## src/design/sdi_pkg.sv

```systemverilog
package sdi_pkg;
    localparam int          WORD_BITS      = 16;
    localparam int          CNT_BITS       = 5;
    localparam logic [15:0] DAC_RESET_CODE = 16'h0000;
    localparam logic [15:0] BIPOLAR_ZERO   = 16'h8000;
    localparam logic [4:0]  FULL_WORD_CNT  = 5'h10;
    localparam logic [4:0]  CNT_RESET      = 5'h00;
    localparam logic [1:0]  SYNC_RESET     = 2'h3;
    localparam logic [1:0]  SYNC_RESET_CLK = 2'h0;
    localparam int          MAX_SCLK_MHZ   = 25;
    localparam int          REF_CLK_MHZ    = 20;
    typedef enum logic [0:0] {SDI_IDLE, SDI_FRAME} sdi_state_t;
endpackage

```

## src/design/sdi_input_if.sv

```systemverilog
`timescale 1ns/1ps

module sdi_input_if (
    input  wire logic        ref_clk_i,
    input  wire logic        rstn_i,
    input  wire logic        sclk_i,
    input  wire logic        sdata_i,
    input  wire logic        cs_n_i,
    input  wire logic        dac_update_strobe_n_i,
    output logic [15:0]      dac_code_o,
    output logic [15:0]      bipolar_signed_o,
    output logic             dac_updated_o,
    output logic             frame_active_o,
    output logic [4:0]       bit_count_o
);
    // -------------------------------------------------------------------------
    // Pin synchronisation.
    // -------------------------------------------------------------------------
    // The serial clock must run well below a quarter of the reference clock
    // for edges to be seen; at 20 MHz this limits the link to about 5 MHz.
    // Data passes the same two stages as the serial clock, so the bit seen at a
    // detected rise is the one the host held steady around that pin edge.
    logic sclk_s;
    logic sdata_s;
    logic cs_n_s;
    logic upd_n_s;

    sdi_sync #(.RESET_VAL(1'b0)) u_sync_sclk (
        .ref_clk_i (ref_clk_i),
        .rstn_i    (rstn_i),
        .pin_i     (sclk_i),
        .sync_o    (sclk_s)
    );
    sdi_sync #(.RESET_VAL(1'b0)) u_sync_sdata (
        .ref_clk_i (ref_clk_i),
        .rstn_i    (rstn_i),
        .pin_i     (sdata_i),
        .sync_o    (sdata_s)
    );
    // Chip select and the load strobe reset high, their idle level, so that a
    // reset never looks like the start of a frame.
    sdi_sync #(.RESET_VAL(1'b1)) u_sync_cs (
        .ref_clk_i (ref_clk_i),
        .rstn_i    (rstn_i),
        .pin_i     (cs_n_i),
        .sync_o    (cs_n_s)
    );
    sdi_sync #(.RESET_VAL(1'b1)) u_sync_upd (
        .ref_clk_i (ref_clk_i),
        .rstn_i    (rstn_i),
        .pin_i     (dac_update_strobe_n_i),
        .sync_o    (upd_n_s)
    );

    // -------------------------------------------------------------------------
    // Edge detection.
    // -------------------------------------------------------------------------
    logic sclk_d;
    logic cs_n_d;
    logic upd_n_d;
    logic sclk_rise;
    logic cs_fall;
    logic cs_rise;
    logic upd_fall;

    // The delayed copies reset to each pin's idle level so that no false edge
    // follows reset. A load strobe tied low still shows one fall after reset,
    // which is harmless because nothing is pending then.
    always_ff @(posedge ref_clk_i or negedge rstn_i) begin
        if (!rstn_i) begin
            sclk_d  <= 1'b0;
            cs_n_d  <= 1'b1;
            upd_n_d <= 1'b1;
        end else begin
            sclk_d  <= sclk_s;
            cs_n_d  <= cs_n_s;
            upd_n_d <= upd_n_s;
        end
    end

    always_comb begin
        sclk_rise = sclk_s & ~sclk_d;
        cs_fall   = cs_n_d & ~cs_n_s;
        cs_rise   = ~cs_n_d & cs_n_s;
        upd_fall  = upd_n_d & ~upd_n_s;
    end

    // -------------------------------------------------------------------------
    // Shift register. No reset: its power-up contents are undefined.
    // -------------------------------------------------------------------------
    // A mid-run reset leaves the bits in place as well, so a short frame after
    // it mixes old and new bits exactly as after any other frame. The host is
    // expected to send a full word first.
    logic [15:0] shift_reg;
    logic [15:0] next_shift_reg;

    always_comb begin
        next_shift_reg = shift_reg;
        if (!cs_n_s && sclk_rise) begin
            next_shift_reg = {shift_reg[14:0], sdata_s};
        end
    end

    always_ff @(posedge ref_clk_i) begin
        shift_reg <= next_shift_reg;
    end

    // -------------------------------------------------------------------------
    // Frame control and DAC register.
    // -------------------------------------------------------------------------
    sdi_pkg::sdi_state_t state;
    sdi_pkg::sdi_state_t next_state;
    logic [4:0]  next_bit_count;
    logic [15:0] next_dac_code;
    logic        next_dac_updated;
    logic        pending;
    logic        next_pending;

    // An update that finds the load strobe high waits in pending until the
    // strobe falls. A new frame drops a waiting update, so a late strobe can
    // never load a word that is only partly shifted. A strobe fall inside a
    // frame is ignored; only a select rise closes one.
    // An update at select rise ignores the bit count, so a short frame loads
    // old and new bits together. The count saturates so that a long frame
    // cannot wrap it back to a small value.
    always_comb begin
        next_state       = state;
        next_bit_count   = bit_count_o;
        next_dac_code    = dac_code_o;
        next_dac_updated = 1'b0;
        next_pending     = pending;
        case (state)
            sdi_pkg::SDI_IDLE: begin
                if (cs_fall) begin
                    next_state     = sdi_pkg::SDI_FRAME;
                    next_bit_count = sdi_pkg::CNT_RESET;
                    next_pending   = 1'b0;
                end else if (pending && upd_fall) begin
                    next_dac_code    = shift_reg;
                    next_dac_updated = 1'b1;
                    next_pending     = 1'b0;
                end
            end
            sdi_pkg::SDI_FRAME: begin
                if (sclk_rise && bit_count_o != sdi_pkg::FULL_WORD_CNT) begin
                    next_bit_count = bit_count_o + 5'h01;
                end
                if (cs_rise) begin
                    next_state = sdi_pkg::SDI_IDLE;
                    if (!upd_n_s) begin
                        next_dac_code    = shift_reg;
                        next_dac_updated = 1'b1;
                    end else begin
                        next_pending = 1'b1;
                    end
                end
            end
            default: begin
                next_state = sdi_pkg::SDI_IDLE;
            end
        endcase
    end

    always_ff @(posedge ref_clk_i or negedge rstn_i) begin
        if (!rstn_i) begin
            state         <= sdi_pkg::SDI_IDLE;
            bit_count_o   <= sdi_pkg::CNT_RESET;
            dac_code_o    <= sdi_pkg::DAC_RESET_CODE;
            dac_updated_o <= 1'b0;
            pending       <= 1'b0;
        end else begin
            state         <= next_state;
            bit_count_o   <= next_bit_count;
            dac_code_o    <= next_dac_code;
            dac_updated_o <= next_dac_updated;
            pending       <= next_pending;
        end
    end

    // -------------------------------------------------------------------------
    // Registered status and bipolar view.
    // -------------------------------------------------------------------------
    // Flipping the MSB turns the offset-binary code into two's complement, so a
    // signed consumer needs no adder. Both views come from the same next value,
    // which keeps them in step on every update.
    logic        next_frame_active;
    logic [15:0] next_bipolar;

    always_comb begin
        next_frame_active = (next_state == sdi_pkg::SDI_FRAME);
        next_bipolar      = next_dac_code ^ sdi_pkg::BIPOLAR_ZERO;
    end

    always_ff @(posedge ref_clk_i or negedge rstn_i) begin
        if (!rstn_i) begin
            frame_active_o   <= 1'b0;
            bipolar_signed_o <= sdi_pkg::DAC_RESET_CODE ^ sdi_pkg::BIPOLAR_ZERO;
        end else begin
            frame_active_o   <= next_frame_active;
            bipolar_signed_o <= next_bipolar;
        end
    end
endmodule

```

## src/design/sdi_sync.sv

```systemverilog
`timescale 1ns/1ps

// -----------------------------------------------------------------------------
// Two flip-flop synchroniser for one pin.
// -----------------------------------------------------------------------------
module sdi_sync #(
    parameter logic RESET_VAL = 1'b0
) (
    input  wire logic ref_clk_i,
    input  wire logic rstn_i,
    input  wire logic pin_i,
    output logic      sync_o
);
    logic stage1;

    always_ff @(posedge ref_clk_i or negedge rstn_i) begin
        if (!rstn_i) begin
            stage1 <= RESET_VAL;
            sync_o <= RESET_VAL;
        end else begin
            stage1 <= pin_i;
            sync_o <= stage1;
        end
    end
endmodule

```

## config.mk

```make
export PLATFORM = sky130hd
export DESIGN_NAME = sdi_input_if
export DESIGN_NICKNAME = d
export VERILOG_FILES = /design/src/design/sdi_pkg.sv /design/src/design/sdi_input_if.sv /design/src/design/sdi_sync.sv
export SDC_FILE = /design/constraint.sdc
export NUM_CORES = 1
export LEC_CHECK = 0
export BUFFER_PORTS_ARGS = -buffer_cell sky130_fd_sc_hd__buf_2
export CAP_MARGIN = 0
export CORE_ASPECT_RATIO = 0.9
export CORE_MARGIN = 2
export CORE_UTILIZATION = 30
export DETAILED_ROUTE_END_ITERATION = 8
export MAX_ROUTING_LAYER = met4
export PLACE_DENSITY = 0.48
export SYNTH_ARGS = -nofsm -noshare
export SYNTH_HDL_FRONTEND = slang
export SYNTH_HIERARCHICAL = 1
export SYNTH_SLANG_ARGS = --single-unit
export TNS_END_PERCENT = 50
```

## constraint.sdc

```tcl
create_clock -name ref_clk_i -period 3.26 [get_ports ref_clk_i]
set_input_delay 0.326 -clock ref_clk_i [delete_from_list [all_inputs] [get_ports ref_clk_i]]
set_output_delay 0.326 -clock ref_clk_i [all_outputs]
set_load 0.02 [all_outputs]
```

==> results.yml <==
floorplanning:
  dieArea_sq_um: 9750
  ios: 45
  std_cell_rows: 32
  die_h_um: 93.88
  die_x_um: 103.9
  initial_core_util_pct: 31.13
  core_sq_um: 8648
clocking:
  insertion_delay_ps: 300
  clockBufferDepth: 2
  hold_buffers: 0
  numCtsBuffers: 5
  clk_pin_slew_worst_paths_ps: 100
  cts_tree: "done"
  cts.sinks: 52
  cts_setup_buffers: 0
  cts.htree.levels: 2
  cts.repair.resized: 0
  cts_root_buf: "clkbuf_8"
routing:
  wl_per_cell_um: 15.77
  drc_errors: 0
  drt_iter0_drc: 211
  ant_nets: 0
  via_count: 1997
  via_per_inst: 5.297
  wirelength_um: 5944
  first_pass_iters: 7
yosys:
  synth_ff_type: "dfrtp_1"
  synth_seq_cells: 52
  yosysMostFrequentCell: "dfrtp_1"
  synth-async-reset-ratio_pct: 69.23
  synth_cell_types: 32
  synth-edff-count: 16
  syn_inst: 244
  syn-num-nets: 252
  yosys_warnings: 6
  synth_area_leaders: "dfrtp_1 27%, edfxtp_1 18%, dfstp_2 6.8%"
  synth-seq-area-share_pct: 51.63
  synth_area_per_cell_sq_um: 11.04
  yosys.area.top_type: "dfrtp_1"
  yosys-top-cells-count: "29 x dfrtp_1, 20 x inv_1, 19 x nand3_1, 17 x buf_2, 17 x nor3b_1"
  synth_area_sq_um: 2693
  synth_top_area_share_pct: 26.95
hold_path:
  whs_path_depth: 1
  hold_class: "in -> reg"
timing:
  finalHoldViolCount: 0
  setup_tns_ps: 0
  max_freq_ghz: 0.4773
  slew_violations: 0
  whs_ps: 113.1
  period_needed_ps: 2095
  rsz0062_at_grt: "false"
  slew_headroom_pct: 13.15
  finalClockSkew_ps: 9.348
  tightest_slew_ps: 1303
  setup_viol: 0
  post-route-period-util_pct: 64.27
pwr:
  clkPwrFrac_pct: 23.4
  power.leakage_nw: 1.158
  max-vdd-ir-drop_uv: 217.9
  switching_power_w: 0.0006620
  switching_share_pct: 35.43
  powerDensity_nw_per_um2: 631.7
  power.internal_w: 0.001206
  combPwrFrac_pct: 29.7
  pwr-share-seq_pct: 46.9
global_routing:
  grt_pass1_wl_um: 9825
  grt_start_max_net_pins: 61
  groute.usage.overall_pct: 12.85
  grt_pass1_vias: 1819
  gr-total-overflow: 0
  antenna_found_initial: 0
cells_and_area:
  syn_to_final_growth_pct: 9.851
  drive_above_1_share_pct: 25.58
  final_net_count: 265
  final_area_sq_um: 2958
  insertedDiodeCount: 0
placement:
  dpl-instance-area_sq_um: 2841
  gp_congestion: 0.6795
  dp_hpwl_um: 3344
  portBuffers: 44
worst_setup_path:
  cp.required_ps: 3490
  critical_path_class: "reg -> reg"
  reg2regPathDepth: 4
  start_kind: "flip-flop"
  worstPathMaxFanout: 36
  cp-end-kind: "flip-flop"
  cp.arrival_ps: 2330
flow_run:
  maxCapViolCount: 0
status:
  status: "finished clean"
## worst max-delay path: stages (launching register included)
cell	delay [ps]
dfstp_2	590
nor4bb_2	910
buf_4	310
a222oi_1	80
nand3_1	130
## final timing paths
check / startpoint / end / slack [ps]
max reg2reg: u_sync_upd/sync_o / bipolar_signed_o[5] / 1160
max: u_sync_upd/sync_o / bipolar_signed_o[5] / 1160
min reg2reg: u_sync_cs/stage1 / u_sync_cs/sync_o / 360
max in group asynchronous: rstn_i / bipolar_signed_o[9] / 2600
min: dac_update_strobe_n_i / u_sync_upd/stage1 / 110
min in group asynchronous: rstn_i / bit_count_o[1] / 130
## final cells by class
cell class	instances	area (sq um)
Fill cell	884	5690
Sequential cell	52	1390
Multi-Input combinational cell	130	977.2
Timing Repair Buffer	48	250.2
Tap cell	119	148.9
Clock buffer	7	107.6
Inverter	20	75.07
Clock inverter	1	8.758
## metal layers
layer  GRT usage (%)  part of all wire [%]  vias up
li1                -                     -      939
met1           17.79                    49     1003
met2           19.57                    47       50
met3           2.288                   3.7        5
met4           3.378                  0.89        0
met5               -                     0        -
## cell usage in the layout (no fill, tap or decap), types with 4 or more instances in the layout
cell / count
a222oi_1: 16
a311o_1: 16
and2_0: 9
and2_1: 7
buf_2: 44
buf_4: 4
clkbuf_8: 6
dfrtp_1: 29
dfstp_2: 7
edfxtp_1: 16
inv_1: 20
nand3_1: 19
nand4_1: 16
nor3b_1: 16
o221ai_1: 5
## power groups by stage
stage               Clock [W]  Sequential (W)  Combinational [W]
finish               0.000438        0.000877           0.000554
global route         0.000486        0.000901           0.000611
CTS                  0.000455        0.000879           0.000561
detailed placement          0        0.000892           0.000559
global placement            0        0.000888           0.000561
floorplan                   0        0.000940           0.000396
## stage by stage
step / utilization, % / worst slack [ps] / total power, W / instances
after global placement: 32.86 / 1235 / 0.001448 / 369
after CTS: 34.20 / 1131 / 0.001895 / 377
after detailed placement: 32.86 / 1155 / 0.001451 / 369
after global routing: 34.20 / 988.7 / 0.001998 / 377
after floorplan: - / 1220 / 0.001337 / 244
final: 34.20 / 1165 / 0.001868 / 377
## kinds of logic (layout without fill, tap and decap cells)
group,after synthesis,count (layout),share of synthesized area [%]
adders and majority gates,2,2,0.9292
buffers and inverters,62,76,12.50
and+or+nand+nor,84,84,19.70
AOI/OAI and AO/OA,44,44,15.24
DFF,52,52,51.63
Power figures use the tool's default switching activity.
